==> config.mk <==
export PLATFORM = sky130hd
export DESIGN_NAME = dramt_timing_ctrl
export DESIGN_NICKNAME = d
export VERILOG_FILES = /design/src/core/dramt_pkg.sv /design/src/core/dramt_decode.sv /design/src/core/dramt_timing_ctrl.sv
export VERILOG_INCLUDE_DIRS = /design/src /design/src/core
export SDC_FILE = /design/constraint.sdc
export NUM_CORES = 1
export LEC_CHECK = 0
export BUFFER_PORTS_ARGS = -buffer_cell sky130_fd_sc_hd__buf_2
export CAP_MARGIN = 10
export CORE_UTILIZATION = 30
export DETAILED_ROUTE_END_ITERATION = 7
export HOLD_SLACK_MARGIN = 0.05
export SLEW_MARGIN = 20
export SYNTH_ARGS = -nofsm -noshare
export SYNTH_HDL_FRONTEND = slang
export SYNTH_HIERARCHICAL = 1
export SYNTH_SLANG_ARGS = --single-unit
export TNS_END_PERCENT = 20
==> constraint.sdc <==
create_clock -name clk -period 18.1 [get_ports clk]
set_clock_uncertainty 0.15 [all_clocks]
set_input_delay 1.81 -clock clk [delete_from_list [all_inputs] [get_ports clk]]
set_output_delay 1.81 -clock clk [all_outputs]
set_load 0.01 [all_outputs]
==> src/core/dramt_map.svh <==
// Register offsets, field positions and reset values of the DRAM access timing block
`ifndef DRAMT_MAP_SVH
`define DRAMT_MAP_SVH

// -----------------------------------------------------------------
// Register byte offsets on the Avalon-MM slave
// -----------------------------------------------------------------
`define DRAMT_OFS_TIMING 4'h0
`define DRAMT_OFS_STATUS 4'h4

// -----------------------------------------------------------------
// Field low-bit positions inside the timing register
// -----------------------------------------------------------------
`define DRAMT_LAST_WRITE_TO_STROBE_LSB 13
`define DRAMT_ROW_STROBE_WIDTH_LSB 11
`define DRAMT_COLUMN_ADDRESS_HOLD_BIT 10
`define DRAMT_READ_STROBE_WIDTH_LSB 8
`define DRAMT_WRITE_STROBE_WIDTH_LSB 6
`define DRAMT_COLUMN_PRECHARGE_BIT 5
`define DRAMT_ROW_TO_COLUMN_DELAY_LSB 2

// -----------------------------------------------------------------
// Reset value and writable bits of the timing register
// -----------------------------------------------------------------
// Strobe setup code 01, row width 10, hold 1, read 01, write 00, precharge 0, delay 10
`define DRAMT_TIMING_RESET 32'h0000_3508
`define DRAMT_TIMING_MASK 32'h0000_7fec

// -----------------------------------------------------------------
// Cycle offsets of the field codes
// -----------------------------------------------------------------
`define DRAMT_ROW_STROBE_BASE 5'h04
`define DRAMT_READ_STROBE_BASE 5'h02
`define DRAMT_WRITE_STROBE_BASE 5'h02
`define DRAMT_WRITE_STROBE_MAX 5'h04
`define DRAMT_ROW_TO_COLUMN_BASE 5'h02
`define DRAMT_LAST_WRITE_MIN 5'h02

`endif

==> src/core/dramt_pkg.sv <==
// Types shared by the DRAM access timing block
package dramt_pkg;

  // -----------------------------------------------------------------
  // Sequencer states and cycle counts
  // -----------------------------------------------------------------
  typedef enum logic [1:0] {
    dramt_st_idle = 2'b01,
    dramt_st_active = 2'b10
  } dramt_state_t;

  typedef logic [4:0] dramt_cnt_t;

endpackage

==> src/core/dramt_decode.sv <==
// Decoder from timing register fields to cycle counts
`timescale 1ns/1ps
`default_nettype none
`include "dramt_map.svh"

module dramt_decode import dramt_pkg::*; (
  // Timing register word
  input wire logic [31:0] timing,
  // Decoded cycle counts
  output dramt_cnt_t setup,
  output dramt_cnt_t row_width,
  output dramt_cnt_t col_hold,
  output dramt_cnt_t read_width,
  output dramt_cnt_t write_width,
  output dramt_cnt_t write_hold,
  output dramt_cnt_t col_prech,
  output dramt_cnt_t row_to_col
);

  // Two-bit code plus a base count
  function automatic dramt_cnt_t code_plus(input logic [1:0] code, input dramt_cnt_t base);
    return {3'h0, code} + base;
  endfunction

  dramt_cnt_t last_write;

  // Reserved code 00 behaves like the smallest legal setting
  assign last_write = (timing[`DRAMT_LAST_WRITE_TO_STROBE_LSB +: 2] == 2'h0) ? `DRAMT_LAST_WRITE_MIN :
                      code_plus(timing[`DRAMT_LAST_WRITE_TO_STROBE_LSB +: 2], 5'h01);
  assign setup = last_write - 5'h01;

  // Strobe widths
  assign row_width = code_plus(timing[`DRAMT_ROW_STROBE_WIDTH_LSB +: 2], `DRAMT_ROW_STROBE_BASE);
  assign read_width = code_plus(timing[`DRAMT_READ_STROBE_WIDTH_LSB +: 2], `DRAMT_READ_STROBE_BASE);
  // Reserved code 11 is clamped to the widest legal strobe
  assign write_width = (timing[`DRAMT_WRITE_STROBE_WIDTH_LSB +: 2] == 2'h3) ? `DRAMT_WRITE_STROBE_MAX :
                       code_plus(timing[`DRAMT_WRITE_STROBE_WIDTH_LSB +: 2], `DRAMT_WRITE_STROBE_BASE);
  assign write_hold = (write_width == 5'h02) ? 5'h01 : 5'h02;

  // Single-bit selections and the two-bit row-to-column delay
  assign col_hold = timing[`DRAMT_COLUMN_ADDRESS_HOLD_BIT] ? 5'h02 : 5'h01;
  assign col_prech = timing[`DRAMT_COLUMN_PRECHARGE_BIT] ? 5'h02 : 5'h01;
  assign row_to_col = code_plus(timing[`DRAMT_ROW_TO_COLUMN_DELAY_LSB +: 2], `DRAMT_ROW_TO_COLUMN_BASE);

endmodule
`default_nettype wire

==> src/core/dramt_timing_ctrl.sv <==
// DRAM access sequencer with programmable strobe timing and Avalon-MM registers
//
// Chosen here: the Avalon-MM register port and the register addresses.
`timescale 1ns/1ps
`default_nettype none
`include "dramt_map.svh"

// Behaviour
// - Write data is driven last-write-to-strobe minus one cycles before column strobe.
// - Write data held one cycle after strobe for width two, else two.
// - Row strobe stays asserted at least 4 to 7 cycles, default six.
// - Column address held one or two cycles after strobe, default two.
// - Read column strobe lasts 2 to 5 cycles, default three.
// - Write column strobe lasts two cycles at code 00, four at 10.
// - Last-write-to-strobe codes 01, 10, 11 give 2, 3, 4 cycles.
// - Column strobe precharge is one cycle when clear, two when set.
module dramt_timing_ctrl import dramt_pkg::*; (
  // Clock and reset
  input wire logic clk,
  input wire logic resetn,
  // Avalon-MM register slave
  input wire logic [3:0] avs_address,
  input wire logic avs_read,
  input wire logic avs_write,
  input wire logic [3:0] avs_byteenable,
  input wire logic [31:0] avs_writedata,
  output logic [31:0] avs_readdata,
  output logic avs_waitrequest,
  // Access request port
  input wire logic acc_req,
  input wire logic acc_write,
  input wire logic [11:0] acc_row,
  input wire logic [11:0] acc_col,
  input wire logic [31:0] acc_wdata,
  output logic acc_ready,
  output logic acc_done,
  output logic [31:0] acc_rdata,
  // DRAM array pins
  output logic mem_ras_n,
  output logic mem_cas_n,
  output logic [11:0] mem_addr,
  output logic [31:0] mem_dq_out,
  output logic mem_dq_oe,
  input wire logic [31:0] mem_dq_in
);

  // -----------------------------------------------------------------
  // Declarations
  // -----------------------------------------------------------------
  logic [31:0] timing;
  logic [31:0] status;
  logic [31:0] wr_mask;
  dramt_cnt_t dec_setup, dec_rasp, dec_addr_hold, dec_read_width, dec_write_width, dec_hold, dec_prech, dec_delay;
  dramt_state_t state, next_state;
  dramt_cnt_t t, next_t;
  logic lat_write;
  logic [11:0] lat_row, lat_col;
  logic [31:0] lat_wdata;
  dramt_cnt_t lat_setup, lat_rasp, lat_addr_hold, lat_width, lat_hold, lat_prech, lat_delay;
  dramt_cnt_t lead, t_ras, t_cas, t_cas_end, t_ras_end, t_end, t_dq_start, t_dq_end, t_col_end;
  logic start, finishing, in_act;
  logic next_ras_n, next_cas_n, next_dq_oe;
  logic [11:0] next_addr;

  // Larger of two cycle counts
  function automatic dramt_cnt_t max_cnt(input dramt_cnt_t a, input dramt_cnt_t b);
    return (a > b) ? a : b;
  endfunction

  // -----------------------------------------------------------------
  // Field decoding
  // -----------------------------------------------------------------
  dramt_decode u_dramt_decode (
    .timing(timing),
    .setup(dec_setup),
    .row_width(dec_rasp),
    .col_hold(dec_addr_hold),
    .read_width(dec_read_width),
    .write_width(dec_write_width),
    .write_hold(dec_hold),
    .col_prech(dec_prech),
    .row_to_col(dec_delay)
  );

  // -----------------------------------------------------------------
  // Register slave
  // -----------------------------------------------------------------
  // Byte lanes gate the writable field bits
  assign wr_mask = `DRAMT_TIMING_MASK & {{8{avs_byteenable[3]}}, {8{avs_byteenable[2]}},
                                         {8{avs_byteenable[1]}}, {8{avs_byteenable[0]}}};
  assign status = {19'h0, t, 6'h0, lat_write, (state == dramt_st_active)};

  // One wait state per access; the answer is registered so the bus sees no combinational path
  always_ff @(posedge clk) begin
    if (!resetn) begin
      avs_waitrequest <= 1'b1;
      avs_readdata <= 32'h0;
    end else if (avs_waitrequest && (avs_read || avs_write)) begin
      avs_waitrequest <= 1'b0;
      if (avs_read && avs_address == `DRAMT_OFS_TIMING) begin
        avs_readdata <= timing;
      end else if (avs_read && avs_address == `DRAMT_OFS_STATUS) begin
        avs_readdata <= status;
      end else begin
        avs_readdata <= 32'h0;
      end
    end else begin
      avs_waitrequest <= 1'b1;
    end
  end

  // Timing register; a change applies from the next accepted access
  always_ff @(posedge clk) begin
    if (!resetn) begin
      timing <= `DRAMT_TIMING_RESET;
    end else if (avs_write && !avs_waitrequest && avs_address == `DRAMT_OFS_TIMING) begin
      timing <= (timing & ~wr_mask) | (avs_writedata & wr_mask);
    end
  end

  // -----------------------------------------------------------------
  // Access latch
  // -----------------------------------------------------------------
  assign start = (state == dramt_st_idle) && acc_req && acc_ready;

  // Counts are frozen per access so a register write mid-access cannot tear a strobe
  always_ff @(posedge clk) begin
    if (!resetn) begin
      lat_write <= 1'b0;
      lat_row <= 12'h0;
      lat_col <= 12'h0;
      lat_wdata <= 32'h0;
      lat_setup <= 5'h01;
      lat_rasp <= 5'h06;
      lat_addr_hold <= 5'h02;
      lat_width <= 5'h03;
      lat_hold <= 5'h01;
      lat_prech <= 5'h01;
      lat_delay <= 5'h04;
    end else if (start) begin
      lat_write <= acc_write;
      lat_row <= acc_row;
      lat_col <= acc_col;
      lat_wdata <= acc_wdata;
      lat_setup <= dec_setup;
      lat_rasp <= dec_rasp;
      lat_addr_hold <= dec_addr_hold;
      lat_width <= acc_write ? dec_write_width : dec_read_width;
      lat_hold <= dec_hold;
      lat_prech <= dec_prech;
      lat_delay <= dec_delay;
    end
  end

  // -----------------------------------------------------------------
  // Access schedule, in cycles from acceptance
  // -----------------------------------------------------------------
  // Lead cycle before the row strobe when the data setup exceeds the row-to-column delay
  assign lead = (lat_setup > lat_delay) ? (lat_setup - lat_delay) : 5'h00;
  assign t_ras = lead + 5'h01;
  assign t_cas = t_ras + lat_delay;
  assign t_cas_end = t_cas + lat_width;
  assign t_ras_end = max_cnt(t_ras + lat_rasp, t_cas_end);
  assign t_end = max_cnt(t_ras_end, t_cas_end + lat_prech);
  assign t_dq_start = t_cas - lat_setup;
  assign t_dq_end = t_cas + lat_hold;
  assign t_col_end = t_cas + lat_addr_hold;

  // -----------------------------------------------------------------
  // Sequencer
  // -----------------------------------------------------------------
  // Next state and cycle position
  always_comb begin
    next_state = state;
    next_t = t;
    case (state)
      dramt_st_idle: begin
        if (start) begin
          next_state = dramt_st_active;
          next_t = 5'h00;
        end
      end
      dramt_st_active: begin
        if (t + 5'h01 >= t_end) begin
          next_state = dramt_st_idle;
          next_t = 5'h00;
        end else begin
          next_t = t + 5'h01;
        end
      end
      default: begin
        next_state = dramt_st_idle;
        next_t = 5'h00;
      end
    endcase
  end

  assign finishing = (state == dramt_st_active) && (next_state == dramt_st_idle);

  // State register
  always_ff @(posedge clk) begin
    if (!resetn) begin
      state <= dramt_st_idle;
      t <= 5'h00;
    end else begin
      state <= next_state;
      t <= next_t;
    end
  end

  // -----------------------------------------------------------------
  // Pin values for the next cycle
  // -----------------------------------------------------------------
  // Cycle 0 of an access is neutral, so stale counts at the acceptance edge do no harm
  always_comb begin
    in_act = (next_state == dramt_st_active);
    next_ras_n = !(in_act && next_t >= t_ras && next_t < t_ras_end);
    next_cas_n = !(in_act && next_t >= t_cas && next_t < t_cas_end);
    next_dq_oe = in_act && lat_write && next_t >= t_dq_start && next_t < t_dq_end;
    if (in_act && next_t >= t_cas - 5'h01 && next_t < t_col_end) begin
      next_addr = lat_col;
    end else if (in_act && next_t >= t_ras && next_t < t_cas - 5'h01) begin
      next_addr = lat_row;
    end else begin
      next_addr = 12'h0;
    end
  end

  // Pins straight from flip-flops
  always_ff @(posedge clk) begin
    if (!resetn) begin
      mem_ras_n <= 1'b1;
      mem_cas_n <= 1'b1;
      mem_addr <= 12'h0;
      mem_dq_oe <= 1'b0;
      mem_dq_out <= 32'h0;
    end else begin
      mem_ras_n <= next_ras_n;
      mem_cas_n <= next_cas_n;
      mem_addr <= next_addr;
      mem_dq_oe <= next_dq_oe;
      mem_dq_out <= next_dq_oe ? lat_wdata : 32'h0;
    end
  end

  // -----------------------------------------------------------------
  // Request port handshake and read capture
  // -----------------------------------------------------------------
  // Read data sampled in the last strobe cycle, giving the full width as setup
  always_ff @(posedge clk) begin
    if (!resetn) begin
      acc_rdata <= 32'h0;
    end else if (state == dramt_st_active && !lat_write && t == t_cas_end - 5'h01) begin
      acc_rdata <= mem_dq_in;
    end
  end

  // Ready and completion
  always_ff @(posedge clk) begin
    if (!resetn) begin
      acc_ready <= 1'b1;
      acc_done <= 1'b0;
    end else begin
      acc_ready <= (next_state == dramt_st_idle);
      acc_done <= finishing;
    end
  end

  // -----------------------------------------------------------------
  // Checks
  // -----------------------------------------------------------------
  dramt_cnt_t ras_run, cas_run, oe_run;

  // Saturating run lengths of the strobes and the data drive
  always_ff @(posedge clk) begin
    if (!resetn) begin
      ras_run <= 5'h00;
      cas_run <= 5'h00;
      oe_run <= 5'h00;
    end else begin
      ras_run <= next_ras_n ? 5'h00 : ((ras_run == 5'h1f) ? ras_run : ras_run + 5'h01);
      cas_run <= next_cas_n ? 5'h00 : ((cas_run == 5'h1f) ? cas_run : cas_run + 5'h01);
      oe_run <= !next_dq_oe ? 5'h00 : ((oe_run == 5'h1f) ? oe_run : oe_run + 5'h01);
    end
  end
endmodule
`default_nettype wire

==> flow_results.xml <==
<?xml version="1.0" encoding="UTF-8"?>
<metrics>
  <group name="finish">
    <metric name="final_nets" unit="">1626</metric>
    <metric name="n_antenna_cell" unit="">0</metric>
    <metric name="flow.area_growth_from_synthesis" unit="%">18.5</metric>
    <metric name="fill_cells" unit="">3616</metric>
    <metric name="final_layout_size_suffix_gt1_share" unit="%">19.8</metric>
    <metric name="finalNonFillerCells" unit="">1870</metric>
  </group>
  <group name="pwr">
    <metric name="cellPowerDensity" unit="mW/mm2">224</metric>
    <metric name="power.static_leakage" unit="uW">0.00596</metric>
    <metric name="peakVddDrop" unit="mV">0.172</metric>
  </group>
  <group name="drt">
    <metric name="drt-total-wl" unit="um">25800</metric>
    <metric name="drt_drc_violations_left" unit="">0</metric>
    <metric name="drt-vias-per-instance" unit="">4.52</metric>
    <metric name="first_iter_violations" unit="">328</metric>
    <metric name="antenna_left" unit="">0</metric>
    <metric name="vias" unit="">8456</metric>
    <metric name="wire_per_inst" unit="um">13.8</metric>
    <metric name="drtPass1Iterations" unit="">4</metric>
  </group>
  <group name="critical_path">
    <metric name="launching_element_type_of_the_critical_path" unit="">flop</metric>
    <metric name="crit_type" unit="">reg2reg</metric>
    <metric name="crit_fanout" unit="">12</metric>
    <metric name="cp_data_arrival_time" unit="ns">12.53</metric>
    <metric name="worstReg2RegStart" unit="">lat_delay[3]</metric>
    <metric name="timing.critical_path.required" unit="ns">18.40</metric>
    <metric name="critical_path.max_stage_delay" unit="ns">0.71</metric>
    <metric name="timing.critical_path.to_type" unit="">flop</metric>
    <metric name="worstSetupStartpoint" unit="">lat_delay[3]</metric>
    <metric name="critPathSlowestCell" unit="">sky130_fd_sc_hd__nor2_1</metric>
    <metric name="setup.reg_to_reg.worst_slack" unit="ns">5.87</metric>
  </group>
  <group name="sta">
    <metric name="min_period_over_period" unit="%">67.6</metric>
    <metric name="totalNegativeSetupSlack" unit="ns">0</metric>
    <metric name="grt_setup_unrepaired" unit="">no</metric>
    <metric name="final_period_minus_worst_setup_slack" unit="ns">12.23</metric>
    <metric name="report.final.setup_viol" unit="">0</metric>
    <metric name="finalHoldViolCount" unit="">0</metric>
    <metric name="timing_worst_slew_pin_value" unit="ns">1.06</metric>
    <metric name="worst_slew_margin_rel" unit="%">29.4</metric>
    <metric name="max_freq" unit="MHz">81.8</metric>
    <metric name="final_max_slew_viol_count" unit="">0</metric>
  </group>
  <group name="floorplan">
    <metric name="design.core.area" unit="mm2">0.0347</metric>
    <metric name="initial_utilization" unit="%">30.7</metric>
    <metric name="die_x" unit="um">190</metric>
    <metric name="io_pins" unit="">248</metric>
    <metric name="die_span_y" unit="um">190</metric>
    <metric name="die-area" unit="mm2">0.0363</metric>
    <metric name="core.rowCount" unit="">68</metric>
  </group>
  <group name="grt">
    <metric name="grt_antenna_before_repair" unit="">2</metric>
    <metric name="grt_util_all_layers" unit="%">14.0</metric>
    <metric name="grt_pass1_vias" unit="">8201</metric>
    <metric name="grt_pass1_wl" unit="um">41300</metric>
    <metric name="grt_overflow" unit="">0</metric>
    <metric name="grt_max_degree" unit="">97</metric>
  </group>
  <group name="clocking">
    <metric name="cts_made_buffers" unit="">25</metric>
    <metric name="cts-hold-fix-buffers" unit="">0</metric>
    <metric name="clkSinkCount" unit="">207</metric>
    <metric name="clkSlewWorstSetupHoldPaths" unit="ns">0.06</metric>
    <metric name="cts_root_buffer" unit="">sky130_fd_sc_hd__clkbuf_16</metric>
    <metric name="cts_tree" unit="">built</metric>
    <metric name="post-cts-setup-buffer-count" unit="">0</metric>
    <metric name="cts_resized" unit="">0</metric>
    <metric name="insertion_delay" unit="ns">0.54</metric>
    <metric name="cts_max_path_buffers" unit="">3</metric>
    <metric name="cts_max_level" unit="">1</metric>
  </group>
  <group name="yosys">
    <metric name="postSynthRegisterBits" unit="">207</metric>
    <metric name="yosys.area.top_type" unit="">sky130_fd_sc_hd__dfxtp_1</metric>
    <metric name="ys_warn_count" unit="">6</metric>
    <metric name="post-synth-top-area-fraction" unit="%">38.9</metric>
    <metric name="count_of_cell_types_in_the_netlist" unit="">64</metric>
    <metric name="synth_area_leaders" unit="">sky130_fd_sc_hd__dfxtp_1, sky130_fd_sc_hd__ha_1, sky130_fd_sc_hd__nand2_1</metric>
    <metric name="synth-edff-count" unit="">0</metric>
    <metric name="mean_post_synth_cell_area" unit="um2">8.70</metric>
    <metric name="ys_dominant_reg_cell" unit="">sky130_fd_sc_hd__dfxtp_1</metric>
    <metric name="netlist_top_cells_count" unit="">sky130_fd_sc_hd__nand2_1, sky130_fd_sc_hd__dfxtp_1, sky130_fd_sc_hd__a21oi_1</metric>
    <metric name="mapped_area" unit="mm2">0.0107</metric>
    <metric name="post_synth_inst_count" unit="">1224</metric>
    <metric name="register_area_share_after_synthesis" unit="%">38.9</metric>
    <metric name="most_frequently_used_cell_type_in_the_post_synthesis_netlist" unit="">sky130_fd_sc_hd__nand2_1</metric>
    <metric name="async_flop_share" unit="%">0</metric>
  </group>
  <group name="placed_design">
    <metric name="io_buffers" unit="">207</metric>
    <metric name="placed_cells_incl_taps" unit="">1824</metric>
    <metric name="gp_routability_congestion" unit="">0.806</metric>
    <metric name="post-dp-hpwl" unit="um">17900</metric>
  </group>
  <group name="min_path">
    <metric name="hold_path.class" unit="">reg2reg</metric>
    <metric name="timing.hold.worst.start" unit="">lat_wdata[15]</metric>
  </group>
  <group name="outcome">
    <metric name="outcome" unit="">finished, final reports clean</metric>
  </group>
  <group name="flow_run">
    <metric name="max_cap_viol_count" unit="">0</metric>
  </group>
</metrics>
layout by cell type (no fill, tap or decap), types with 19 or more instances in the layout:
cell and count:
sky130_fd_sc_hd__nand2_1 282, sky130_fd_sc_hd__dfxtp_1 207, sky130_fd_sc_hd__buf_2 206, sky130_fd_sc_hd__a21oi_1 112, sky130_fd_sc_hd__ha_1 88, sky130_fd_sc_hd__mux2i_1 72, sky130_fd_sc_hd__inv_1 57, sky130_fd_sc_hd__nor2_1 47
sky130_fd_sc_hd__conb_1 39, sky130_fd_sc_hd__and2_1 37, sky130_fd_sc_hd__clkbuf_16 25, sky130_fd_sc_hd__xor2_1 24, sky130_fd_sc_hd__a21o_1 22, sky130_fd_sc_hd__xnor2_1 19
power breakdown:
| part | switching, uW | total (uW) | internal [uW] |
|---|---|---|---|
| combinational | 1030 | 1820 | 781 |
| sequential | 27.6 | 529 | 502 |
| clock | 202 | 476 | 274 |
critical path, delay by kind of cell, from the launching register on:
family,cells,cell delay (ns)
mux,4,1.39
simple gates,9,2.25
flops,1,0.38
fa+ha+maj,9,3.16
compound gates,17,3.19
buf+inv,4,0.60
xor+xnor,2,1.02
kinds of logic after synthesis:
| group | count (synthesis) | share of synthesized area (%) |
|---|---|---|
| simple gates | 431 | 17.9 |
| mux | 81 | 7.72 |
| compound gates | 195 | 10.9 |
| xor+xnor | 46 | 4.17 |
| other cells | 3 | 0.106 |
| flops | 207 | 38.9 |
| fa+ha+maj | 98 | 12.0 |
| buf+inv | 163 | 8.29 |
metrics by stage:
stage          total power [uW]  hold slack, ns  area, um2  utilization (%)  setup WS (ns)
6_report                   2820           0.298      12600             36.4           5.87
3_5_place_dp               2350           0.291      11800             34.1           5.77
4_1_cts                    2850           0.300      12600             36.3           5.77
2_1_floorplan              1950           0.280      10800                -           8.10
5_1_grt                    3120           0.318      12600             36.4           4.84
3_3_place_gp               2270           0.284      11800             34.1           6.16
layout make-up:
| class | instances | area, um2 | share of cell area [%] |
|---|---|---|---|
| multi-input cells | 890 | 5810 | 46.0 |
| clock inverters | 11 | 86.3 | 0.684 |
| repair buffers | 214 | 1090 | 8.65 |
| flip-flops and latches | 207 | 4140 | 32.8 |
| inverters | 58 | 219 | 1.74 |
| clock buffers | 35 | 703 | 5.57 |
| well taps | 455 | 569 | 4.51 |
flip-flops by register name (all words and copies together) (netlist names), 2 cells and up, named ones only:
register       flops
state              2
mem_addr          12
acc_rdata         32
lat_rasp           5
lat_delay          5
lat_row           12
t                  5
lat_hold           5
lat_wdata         32
lat_width          5
mem_dq_out        32
lat_setup          5
lat_prech          5
lat_addr_hold      5
avs_readdata      14
lat_col           12
final timing paths:
path | end | cells past startpoint
max | mem_addr[4] | 45
min | lat_wdata[15] | 2
max reg2reg | mem_addr[4] | 45
min reg2reg | lat_wdata[15] | 2
per-layer routing:
layer | wire length (um) | GRT usage (%) | part of all wire, % | vias up
met5 | 27 | 0 | 0.10 | -
met4 | 573 | 4.15 | 2.2 | 4
met3 | 1580 | 3.02 | 6.1 | 48
met2 | 12000 | 24.1 | 46 | 209
met1 | 11600 | 17.3 | 45 | 3866
li1 | - | - | - | 4329
(Power assumes the default switching activity.)
